<file path="config.mk">
export PLATFORM = sky130hd
export DESIGN_NAME = fsk_demod_detect_config
export DESIGN_NICKNAME = d
export VERILOG_FILES = /design/src/design/fsk_detect_pkg.sv /design/src/design/multilevel_slicer.sv /design/src/design/symbol_delay_line.sv /design/src/design/fsk_demod_detect_config.sv
export SDC_FILE = /design/constraint.sdc
export NUM_CORES = 2
export LEC_CHECK = 0
export BUFFER_PORTS_ARGS = -buffer_cell sky130_fd_sc_hd__buf_4
export CAP_MARGIN = 20
export CORE_MARGIN = 5
export CORE_UTILIZATION = 35
export CTS_BUF_LIST = sky130_fd_sc_hd__clkbuf_4
export DETAILED_ROUTE_END_ITERATION = 16
export PLACE_DENSITY = 0.49
export SLEW_MARGIN = 20
export SYNTH_ARGS = -nofsm -noshare
export SYNTH_HDL_FRONTEND = slang
export SYNTH_SLANG_ARGS = --single-unit
</file>
<file path="constraint.sdc">
create_clock -name i_mclk -period 9.9 [get_ports i_mclk]
set_input_delay 0.495 -clock i_mclk [delete_from_list [all_inputs] [get_ports i_mclk]]
set_output_delay 0.495 -clock i_mclk [all_outputs]
set_load 0.01 [all_outputs]
</file>
<file path="src/design/fsk_detect_pkg.sv">
// Shared constants, field layout and decode helpers for the FSK detection block
package fsk_detect_pkg;

  // Register byte offsets
  localparam logic [3:0] ADDR_DEMOD_SETUP = 4'h0;
  localparam logic [3:0] ADDR_DETECT_SETUP = 4'h4;
  localparam logic [3:0] ADDR_SYMBOL_DIV = 4'h8;
  localparam logic [3:0] ADDR_STATUS = 4'hC;

  // Demodulator setup fields
  localparam int SEL_LSB = 4;
  localparam int SEL_MSB = 6;
  localparam int COEF_ODD_BIT = 7;
  localparam int COEF_HALF_LSB = 8;
  localparam int COEF_HALF_MSB = 9;
  localparam int CORR_BW_LSB = 10;
  localparam int CORR_BW_MSB = 19;
  localparam int POST_BW_LSB = 20;
  localparam int POST_BW_MSB = 29;

  // Detector setup fields
  localparam int SLICE_LSB = 4;
  localparam int SLICE_MSB = 10;
  localparam int TRELLIS_BIT = 11;
  localparam int PHASE_CORR_BIT = 12;
  localparam int PATH_LSB = 13;
  localparam int PATH_MSB = 14;
  localparam int RECOV_LSB = 15;
  localparam int RECOV_MSB = 21;
  localparam int QUAL_LSB = 22;
  localparam int QUAL_MSB = 25;

  // Reset values
  localparam logic [31:0] DEMOD_SETUP_RST = 32'h0000_0000;
  localparam logic [31:0] DETECT_SETUP_RST = 32'h03C0_1000;
  localparam logic [15:0] SYMBOL_DIV_RST = 16'h0000;

  // Demodulator select codes
  localparam logic [2:0] SEL_LINEAR = 3'h0;
  localparam logic [2:0] SEL_CORR_2FSK = 3'h1;
  localparam logic [2:0] SEL_CORR_3FSK = 3'h2;
  localparam logic [2:0] SEL_CORR_4FSK = 3'h3;

  // Timing and scaling
  localparam logic [4:0] OVERSAMPLE_LAST = 5'h1F;
  localparam logic [4:0] PHASE_REALIGN = 5'h10;
  localparam int THR_SHIFT = 4;
  localparam logic [9:0] ENV_BW = 10'h008;

  typedef enum {MODE_LINEAR, MODE_2FSK, MODE_3FSK, MODE_4FSK, MODE_OFF} mode_t;

  // Map the select field onto a demodulation mode
  function automatic mode_t decode_mode(input logic [2:0] sel);
    if (sel == SEL_LINEAR) decode_mode = MODE_LINEAR;
    else if (sel == SEL_CORR_2FSK) decode_mode = MODE_2FSK;
    else if (sel == SEL_CORR_3FSK) decode_mode = MODE_3FSK;
    else if (sel == SEL_CORR_4FSK) decode_mode = MODE_4FSK;
    else decode_mode = MODE_OFF;
  endfunction : decode_mode

  // Trellis path memory depth in bits
  function automatic logic [5:0] path_depth(input logic [1:0] code);
    case (code)
      2'h0: path_depth = 6'h04;
      2'h1: path_depth = 6'h06;
      2'h2: path_depth = 6'h08;
      default: path_depth = 6'h20;
    endcase
  endfunction : path_depth

endpackage : fsk_detect_pkg

</file>
<file path="src/design/multilevel_slicer.sv">
// Multilevel threshold slicer for two, three and four level symbols
`timescale 1ns/100ps
module multilevel_slicer (
  // Clock and reset
  input wire logic i_mclk,
  input wire logic i_sys_rst,
  // Sample and controls
  input wire logic i_strobe,
  input wire logic signed [15:0] i_sample,
  input wire logic signed [15:0] i_centre,
  input wire logic [6:0] i_slice_level,
  input wire logic [1:0] i_levels,
  // Decision
  output logic [1:0] o_symbol
);

  logic signed [15:0] thr;
  logic signed [16:0] rel;

  // Offset threshold is placed symmetrically about the centre
  assign thr = $signed(16'({i_slice_level, {fsk_detect_pkg::THR_SHIFT{1'b0}}}));
  assign rel = 17'(i_sample) - 17'(i_centre);

  // Decide on each strobe; levels 0 = two, 1 = three, 2 = four
  always_ff @(posedge i_mclk or posedge i_sys_rst) begin
    if (i_sys_rst) begin
      o_symbol <= 2'h0;
    end else if (i_strobe) begin
      case (i_levels)
        2'h1: begin
          if (rel > 17'(thr)) o_symbol <= 2'h1;
          else if (rel < -17'(thr)) o_symbol <= 2'h3;
          else o_symbol <= 2'h0;
        end
        2'h2: begin
          if (rel > 17'(thr)) o_symbol <= 2'h3;
          else if (rel >= 17'sh0) o_symbol <= 2'h2;
          else if (rel >= -17'(thr)) o_symbol <= 2'h1;
          else o_symbol <= 2'h0;
        end
        default: o_symbol <= {1'b0, ~rel[16]};
      endcase
    end
  end

endmodule : multilevel_slicer

</file>
<file path="src/design/symbol_delay_line.sv">
// Programmable symbol delay that models the trellis decision latency
`timescale 1ns/100ps
module symbol_delay_line (
  // Clock and reset
  input wire logic i_mclk,
  input wire logic i_sys_rst,
  // Stream
  input wire logic i_push,
  input wire logic [1:0] i_symbol,
  input wire logic [6:0] i_length,
  // Delayed symbol, valid in the push cycle
  output logic [1:0] o_symbol
);

  logic [1:0] store [64];
  logic [5:0] wr_ptr;

  // Oldest entry sits length pushes back
  assign o_symbol = store[wr_ptr - i_length[5:0]];

  // Write pointer
  always_ff @(posedge i_mclk or posedge i_sys_rst) begin
    if (i_sys_rst) begin
      wr_ptr <= 6'h00;
    end else if (i_push) begin
      wr_ptr <= wr_ptr + 6'h01;
    end
  end

  // Symbol storage
  always_ff @(posedge i_mclk) begin
    if (i_push) begin
      store[wr_ptr] <= i_symbol;
    end
  end

endmodule : symbol_delay_line

</file>
<file path="src/design/fsk_demod_detect_config.sv">
// FSK demodulation path: setup registers, post filter, slicing, trellis delay and clock recovery
// Behaviour
// - Select codes 001, 010, 011 choose correlator 2FSK, 3FSK, 4FSK.
// - Select code 000 chooses linear discriminator, usable for 2FSK only.
// - Correlator bandwidth is the ten-bit field at bits 10 to 19.
// - 2FSK/3FSK coefficient bits follow K parity and half parity.
// - 4FSK coefficient: odd bit from K parity, half bits forced 00.
// - Post filter bandwidth from bits 20 to 29, second order low pass.
// - Detector bit 11 high enables 3FSK trellis detection.
// - Detector bit 11 low uses two-threshold 3FSK slicing.
// - Path memory 4, 6, 8 or 32 bits from bits 13 to 14.
// - Seven-bit slice level at bits 4 to 10 drives 3FSK detection.
// - Detector bit 12 high enables phase correction in 3FSK recovery.
// - Recovery decision threshold from bits 15 to 21.
// - Bits 22 to 25 set the 3FSK preamble qualifying time.
// - Trellis detection adds twice the path memory depth of latency.
// - Slice levels sit symmetrically about zero, or about the slow average in linear mode; 4FSK adds a zero level.
// - Recovery oversampling runs at 32 times the symbol rate.
`timescale 1ns/100ps
module fsk_demod_detect_config (
  // Clock and reset
  input wire logic i_mclk,
  input wire logic i_sys_rst,
  // Register port
  input wire logic [3:0] i_addr,
  input wire logic [31:0] i_wdata,
  input wire logic i_wr,
  input wire logic i_rd,
  output logic [31:0] o_rdata,
  // Discriminator samples, same clock domain
  input wire logic i_sample_valid,
  input wire logic signed [15:0] i_corr_sample,
  input wire logic signed [15:0] i_linear_sample,
  // Correlator configuration
  output logic o_corr_enable,
  output logic [9:0] o_corr_bw,
  output logic o_corr_odd,
  output logic [1:0] o_corr_half,
  // Recovered data
  output logic [1:0] o_rx_symbol,
  output logic o_rx_valid,
  output logic o_preamble_found
);

  logic [31:0] demod_setup;
  logic [31:0] detect_setup;
  logic [15:0] symbol_div;
  fsk_detect_pkg::mode_t mode;
  logic signed [15:0] filt_a;
  logic signed [15:0] filt_b;
  logic signed [15:0] envelope;
  logic signed [15:0] src_sample;
  logic signed [15:0] centre;
  logic signed [15:0] recov_thr;
  logic [1:0] levels;
  logic [1:0] slice_symbol;
  logic [1:0] delayed_symbol;
  logic [1:0] prev_symbol;
  logic [6:0] delay_length;
  logic trellis_on;
  logic [15:0] div_cnt;
  logic ovs_en;
  logic [4:0] phase;
  logic symbol_strobe;
  logic strobe_d;
  logic polarity;
  logic next_polarity;
  logic [3:0] qual_cnt;
  // Setup fields used by several parts of the path
  logic [9:0] post_bw;
  logic [6:0] slice_level;
  logic [6:0] recov_level;
  logic [1:0] path_code;
  logic [3:0] qual_time;

  // One filter step: y + (x - y) * bw / 2048
  function automatic logic signed [15:0] lp_step(input logic signed [15:0] y,
                                                  input logic signed [15:0] x,
                                                  input logic [9:0] bw);
    logic signed [16:0] diff;
    logic signed [27:0] prod;
    diff = 17'(x) - 17'(y);
    // The product keeps eleven fraction bits until the shift
    prod = 28'(diff) * $signed({1'b0, bw});
    lp_step = 16'(18'(y) + 18'(prod >>> 11));
  endfunction : lp_step

  // Demodulator setup register
  always_ff @(posedge i_mclk or posedge i_sys_rst) begin
    if (i_sys_rst) begin
      demod_setup <= fsk_detect_pkg::DEMOD_SETUP_RST;
    end else if (i_wr && (i_addr == fsk_detect_pkg::ADDR_DEMOD_SETUP)) begin
      demod_setup <= i_wdata;
    end
  end

  // Detector setup register
  always_ff @(posedge i_mclk or posedge i_sys_rst) begin
    if (i_sys_rst) begin
      detect_setup <= fsk_detect_pkg::DETECT_SETUP_RST;
    end else if (i_wr && (i_addr == fsk_detect_pkg::ADDR_DETECT_SETUP)) begin
      detect_setup <= i_wdata;
    end
  end

  // Symbol divider register; the upper half of the word is not stored
  always_ff @(posedge i_mclk or posedge i_sys_rst) begin
    if (i_sys_rst) begin
      symbol_div <= fsk_detect_pkg::SYMBOL_DIV_RST;
    end else if (i_wr && (i_addr == fsk_detect_pkg::ADDR_SYMBOL_DIV)) begin
      symbol_div <= i_wdata[15:0];
    end
  end

  // Register reads, answered in the next cycle; unmapped reads return zero
  always_ff @(posedge i_mclk or posedge i_sys_rst) begin
    if (i_sys_rst) begin
      o_rdata <= 32'h0000_0000;
    end else if (i_rd) begin
      if (i_addr == fsk_detect_pkg::ADDR_DEMOD_SETUP) begin
        o_rdata <= demod_setup;
      end else if (i_addr == fsk_detect_pkg::ADDR_DETECT_SETUP) begin
        o_rdata <= detect_setup;
      end else if (i_addr == fsk_detect_pkg::ADDR_SYMBOL_DIV) begin
        o_rdata <= {16'h0000, symbol_div};
      end else if (i_addr == fsk_detect_pkg::ADDR_STATUS) begin
        // Status packs symbol, count, trellis flag and preamble flag
        o_rdata <= {24'h00_0000, o_preamble_found, trellis_on, qual_cnt, o_rx_symbol};
      end else begin
        o_rdata <= 32'h0000_0000;
      end
    end
  end

  assign mode = fsk_detect_pkg::decode_mode(
      demod_setup[fsk_detect_pkg::SEL_MSB:fsk_detect_pkg::SEL_LSB]);

  // Field extraction from the two setup words
  assign post_bw = demod_setup[fsk_detect_pkg::POST_BW_MSB:fsk_detect_pkg::POST_BW_LSB];
  assign slice_level = detect_setup[fsk_detect_pkg::SLICE_MSB:fsk_detect_pkg::SLICE_LSB];
  assign recov_level = detect_setup[fsk_detect_pkg::RECOV_MSB:fsk_detect_pkg::RECOV_LSB];
  assign path_code = detect_setup[fsk_detect_pkg::PATH_MSB:fsk_detect_pkg::PATH_LSB];
  assign qual_time = detect_setup[fsk_detect_pkg::QUAL_MSB:fsk_detect_pkg::QUAL_LSB];

  // Correlator controls follow the setup register
  always_ff @(posedge i_mclk or posedge i_sys_rst) begin
    if (i_sys_rst) begin
      o_corr_enable <= 1'b0;
      o_corr_bw <= 10'h000;
      o_corr_odd <= 1'b0;
      o_corr_half <= 2'h0;
    end else begin
      o_corr_enable <= (mode == fsk_detect_pkg::MODE_2FSK) ||
                       (mode == fsk_detect_pkg::MODE_3FSK) ||
                       (mode == fsk_detect_pkg::MODE_4FSK);
      o_corr_bw <= demod_setup[fsk_detect_pkg::CORR_BW_MSB:fsk_detect_pkg::CORR_BW_LSB];
      o_corr_odd <= demod_setup[fsk_detect_pkg::COEF_ODD_BIT];
      if (mode == fsk_detect_pkg::MODE_4FSK) begin
        o_corr_half <= 2'h0;
      end else begin
        o_corr_half <= demod_setup[fsk_detect_pkg::COEF_HALF_MSB:fsk_detect_pkg::COEF_HALF_LSB];
      end
    end
  end

  assign src_sample = (mode == fsk_detect_pkg::MODE_LINEAR) ? i_linear_sample : i_corr_sample;

  // second order post filter as two cascaded first order sections
  // Both sections share one bandwidth, so the response does not overshoot
  always_ff @(posedge i_mclk or posedge i_sys_rst) begin
    if (i_sys_rst) begin
      filt_a <= 16'sh0000;
      filt_b <= 16'sh0000;
    end else if (i_sample_valid) begin
      filt_a <= lp_step(filt_a, src_sample,
                        post_bw);
      filt_b <= lp_step(filt_b, filt_a,
                        post_bw);
    end
  end

  // Slow average that tracks the frequency offset for the linear slicer
  always_ff @(posedge i_mclk or posedge i_sys_rst) begin
    if (i_sys_rst) begin
      envelope <= 16'sh0000;
    end else if (i_sample_valid) begin
      envelope <= lp_step(envelope, filt_b, fsk_detect_pkg::ENV_BW);
    end
  end

  // centre at zero except linear
  // Linear mode slices against the slow average to cancel a frequency offset
  assign centre = (mode == fsk_detect_pkg::MODE_LINEAR) ? envelope : 16'sh0000;
  assign levels = (mode == fsk_detect_pkg::MODE_3FSK) ? 2'h1 :
                  (mode == fsk_detect_pkg::MODE_4FSK) ? 2'h2 : 2'h0;

  multilevel_slicer u_slicer (
    .i_mclk(i_mclk),
    .i_sys_rst(i_sys_rst),
    .i_strobe(symbol_strobe),
    .i_sample(filt_b),
    .i_centre(centre),
    .i_slice_level(slice_level),
    .i_levels(levels),
    .o_symbol(slice_symbol)
  );

  assign trellis_on = detect_setup[fsk_detect_pkg::TRELLIS_BIT] &&
                      (mode == fsk_detect_pkg::MODE_3FSK);
  // twice the path depth
  // The delay line runs in every mode, so a depth change needs no flush
  assign delay_length = {fsk_detect_pkg::path_depth(path_code), 1'b0};

  symbol_delay_line u_delay (
    .i_mclk(i_mclk),
    .i_sys_rst(i_sys_rst),
    .i_push(strobe_d),
    .i_symbol(slice_symbol),
    .i_length(delay_length),
    .o_symbol(delayed_symbol)
  );

  // oversampling enable from the symbol divider
  // A divider value of N gives one tick every N+1 clocks
  always_ff @(posedge i_mclk or posedge i_sys_rst) begin
    if (i_sys_rst) begin
      div_cnt <= 16'h0000;
      ovs_en <= 1'b0;
    end else if (div_cnt >= symbol_div) begin
      div_cnt <= 16'h0000;
      ovs_en <= 1'b1;
    end else begin
      div_cnt <= div_cnt + 16'h0001;
      ovs_en <= 1'b0;
    end
  end

  // recovery threshold scaled to samples
  // Scaled into sample units like the slice level
  assign recov_thr = $signed(16'({recov_level, {fsk_detect_pkg::THR_SHIFT{1'b0}}}));

  // Polarity with hysteresis, flips only past the recovery threshold
  always_comb begin
    next_polarity = polarity;
    if (filt_b > recov_thr) next_polarity = 1'b1;
    else if (filt_b < -recov_thr) next_polarity = 1'b0;
  end

  always_ff @(posedge i_mclk or posedge i_sys_rst) begin
    if (i_sys_rst) begin
      polarity <= 1'b0;
    end else if (ovs_en) begin
      polarity <= next_polarity;
    end
  end

  // phase counter, realigned on a transition when correction is on
  always_ff @(posedge i_mclk or posedge i_sys_rst) begin
    if (i_sys_rst) begin
      phase <= 5'h00;
    end else if (ovs_en) begin
      if (detect_setup[fsk_detect_pkg::PHASE_CORR_BIT] && (next_polarity != polarity)) begin
        phase <= fsk_detect_pkg::PHASE_REALIGN;
      end else begin
        phase <= phase + 5'h01;
      end
    end
  end

  // One decision per 32 oversampling ticks
  assign symbol_strobe = ovs_en && (phase == fsk_detect_pkg::OVERSAMPLE_LAST);

  always_ff @(posedge i_mclk or posedge i_sys_rst) begin
    if (i_sys_rst) begin
      strobe_d <= 1'b0;
    end else begin
      strobe_d <= symbol_strobe;
    end
  end

  // output the delayed or direct decision
  always_ff @(posedge i_mclk or posedge i_sys_rst) begin
    if (i_sys_rst) begin
      o_rx_symbol <= 2'h0;
      o_rx_valid <= 1'b0;
    end else begin
      o_rx_valid <= strobe_d && (mode != fsk_detect_pkg::MODE_OFF);
      // Unused select codes update nothing, so the symbol never moves without a pulse
      if (strobe_d && (mode != fsk_detect_pkg::MODE_OFF)) begin
        o_rx_symbol <= trellis_on ? delayed_symbol : slice_symbol;
      end
    end
  end

  // preamble qualifier counts successive symbol changes in 3FSK
  // A repeated symbol clears the count, so noise cannot build up a false find
  always_ff @(posedge i_mclk or posedge i_sys_rst) begin
    if (i_sys_rst) begin
      qual_cnt <= 4'h0;
      prev_symbol <= 2'h0;
      o_preamble_found <= 1'b0;
    end else if (mode != fsk_detect_pkg::MODE_3FSK) begin
      qual_cnt <= 4'h0;
      o_preamble_found <= 1'b0;
    end else if (strobe_d) begin
      prev_symbol <= slice_symbol;
      if (slice_symbol == prev_symbol) begin
        qual_cnt <= 4'h0;
        o_preamble_found <= 1'b0;
      end else if (qual_cnt >= qual_time) begin
        o_preamble_found <= 1'b1;
      end else begin
        qual_cnt <= qual_cnt + 4'h1;
      end
    end
  end

endmodule : fsk_demod_detect_config

</file>
==> results.md <==
* CTS tree: built
* H-tree depth at 3
* RR Startpoint: demod_setup[6]
* Final ANT Viol Nets at 0
* Routed WL at 88.30 mm
* DR DRC count at 0
* Avg Cell Area, Syn at 9.923 µm²
* Relative slew slack at between 20 and 30%
* Post-synth cell types at 85
* Area delta synth->final at 14.28%
* Mapped Nets at 3974
* Min-Delay Endpoint: o_rdata[0]
* Period utilisation layout at 94.21%
* Least-Margin Pin Slew at 1.090 ns
* Critical Path End Type: register
* Core region area at 93190 µm²
* DR WL/cell at 18.07 µm
* R2R depth at 38
* Unrepaired setup endpoints after global routing: no
* Final hold vios at 0
* CP required at about 11 ns
* Path type of the worst min-delay path: in -> reg
* Crit Path Category: reg -> reg
* Async SR Flop Fraction at 62.79%
* Adder-cell share of the synthesized area at 29.77%
* Root Buffer Master: clkbuf_4
* CP peak stage delay at about 0.56 ns
* Slowest cell on crit path: fa_1
* Tot GR Track Use at 18.02%
* Max-slew violation count at 0
* First-pass GRT wire length at 142.6 mm
* Synth Area in Simple Gates at 14.69%
* Worst setup SP type: register
* Hold path start: i_addr[3]
* Largest family of logic cells by synthesized area: adder cells
* Post-DP HPWL at 66.65 mm
* 1st-pass router iterations at 7
* Antenna violations before repair at 8
* Post-synthesis mux area share at 6.457%
* Largest net degree at the start of global routing at between 90 and 100
* Fin Setup TNS at 0 ns
* Synth Area in Compound Gates at 10.19%
* Die height at 316.1 µm
* Die area at 99890 µm²
* DRT iter0 DRCs at 1249
* Syn. warnings at 0
* Worst-case clock buffer depth at 3
* Minimum clock period after layout at 9.327 ns
* Most frequent cell on the critical path: fa_1
* Vias at 24140
* Synth area leaders: fa_1 19%, dfrtp_1 16%, edfxtp_1 12%, ha_1 11%, inv_1 5.2%
* Reg clk slew, reported paths at 0.07 ns
* Share of cells above drive strength 1 at 16.56%
* Site row count at roughly 110
* Vias in the first global route at 25360
* Area share of the largest cell type after synthesis at 18.62%
* Gate Count Post-Synth at about 3300
* Seq cells post-synth at 344
* Initial Util at about a third
* Mapped cell area at 32790 µm²
* Yosys top cell by area: fa_1
* Die width at 316.1 µm
* CTS Buf Count at 91
* Io pins at 123
* Fmax at 107.2 MHz
* Vias per std cell at 4.939
* Seq/Total Area, Yosys at ~28%
* Crit path max fanout at 7
* Setup crit start: demod_setup[6]
* CP Data Arrival Time at 10.07 ns
* IO buf count at 122
* Aggregate global routing overflow at 0
* Hold depth at 3
* Xor and xnor fraction of the mapped netlist area at 3.927%
* Run status: completed
* Max Cap Viol at 0
* Final #Nets at approximately 4200
* Worst-case clock skew at 0.05321 ns
* Synth Flop Type: dfrtp_1
* WHS at 0.2153 ns
* EDFF count, synth at around 130
* Clock Sinks at 344
* Final Setup Violations at 0
* Reg2reg end: filt_a[15]
* Clk_lat worst skew at 0.86 ns
* RD Place Congestion at around 0.81
* R2r setup slk at 0.57 ns
-- cell usage in the layout, fill, tap and decap left out, drive strengths merged, types with 14 or more instances in the layout --
cell type and count:
o21ai 92, nand2b 17, ha 292, clkinv 17, nor2 209, nand2 295
mux2 100, dfrtp 211, a21o 34, nor2b 49, nand4 22, a22oi 24
o21a 34, nor3 43, a21oi 153, clkbuf 144, xnor2 111, and2 174
dlygate4sd3 34, o211ai 15, fa 305, buf 258, mux4 40, nand3 78
nor3b 14, xor2 36, and3 23, a211oi 15, edfxtp 128, inv 457
-- worst max-delay path by stage --
stage | cells after the start | to
floorplan | 41 | filt_a[15]
global placement | 44 | filt_a[15]
detailed placement | 44 | filt_a[15]
CTS | 44 | filt_a[15]
global route | 40 | filt_a[15]
finish | 38 | filt_a[15]
-- cells by family (layout without fill, tap and decap cells) --
kind of cell / after synthesis / count (layout)
xor gates and xnor gates: 147 / 147
muxes: 149 / 149
DFF: 344 / 344
other: 0 / 4
and+or+nand+nor: 978 / 978
adders and majority gates: 597 / 597
buffers and inverters: 587 / 912
AOI/OAI and AO/OA: 502 / 502
-- sequential cells by signal (all words and copies together), names as in the netlist, 4 cells and up --
| name | count |
|---|---|
| demod_setup | 32 |
| detect_setup | 32 |
| div_cnt | 16 |
| envelope | 16 |
| filt_a | 16 |
| filt_b | 16 |
| o_corr_bw | 10 |
| o_rdata | 32 |
| phase | 5 |
| qual_cnt | 4 |
| symbol_div | 16 |
| u_delay.store | 128 |
| u_delay.wr_ptr | 6 |
-- per-layer routing --
layer	part of all wire, %	track usage (%)	wire length (µm)
met1	46	24.81	40670
met2	47	29.84	41690
met3	4.9	3.065	4336
met4	1.8	4.449	1589
met5	0.015	0	13
-- worst max-delay path, delay by kind of cell, from the launching register on --
family / cells / cell delay [ns]
and+or+nand+nor: 8 / 1.73
adders and majority gates: 8 / 3.34
buffers and inverters: 5 / 0.56
xor gates and xnor gates: 4 / 0.63
DFF: 1 / 0.39
AOI/OAI and AO/OA: 12 / 2.19
muxes: 1 / 0.37
-- cell type report --
cell class,count,area [µm²]
inverter,456,1719
clock inverter,20,93.84
tap,1254,1569
timing repair buffer,292,2302
multi-input combinational,2373,21430
sequential,344,9259
clock buffer,144,1081
antenna,4,10.01
fill,9312,55720
-- cells in the mapped netlist (15+ instances only) --
master	count
nand2_1	295
ha_1	292
dfrtp_1	211
and3_1	23
mux2_2	100
fa_1	305
o211ai_1	15
mux4_2	40
nand3_1	77
o21a_1	34
a22oi_1	24
a21o_1	34
xor2_1	36
edfxtp_1	128
and2_1	174
nand2b_1	17
xnor2_1	111
a21oi_1	152
nor2b_1	48
inv_1	455
clkbuf_1	112
nor3_1	42
nand4_1	22
o21ai_0	89
nor2_1	209
-- what timing repair did --
action | in CTS | in global routing
setup buffers | 0 | 8
resized for setup | 0 | 20
endpoints found under the setup margin | 0 | 5
hold endpoints to repair | 164 | 0
hold buffers | 34 | 0
-- through the flow --
| stage | setup WS (ns) | area, µm² | cells | utilization [%] |
|---|---|---|---|---|
| finish | 0.5734 | 37470 | 4887 | 40.21 |
| detailed placement | 0.3446 | 35800 | 4677 | 38.41 |
| global placement | 0.3231 | 35800 | 4677 | 38.41 |
| floorplan | 0.4216 | 32790 | 3304 | - |
| global route | 0.006678 | 37460 | 4885 | 40.20 |
| CTS | 0.3111 | 37310 | 4875 | 40.04 |
Power is left out: the tool's default activity adds up to more than one toggle a clock period on the data nets, which glitch-free logic cannot reach.
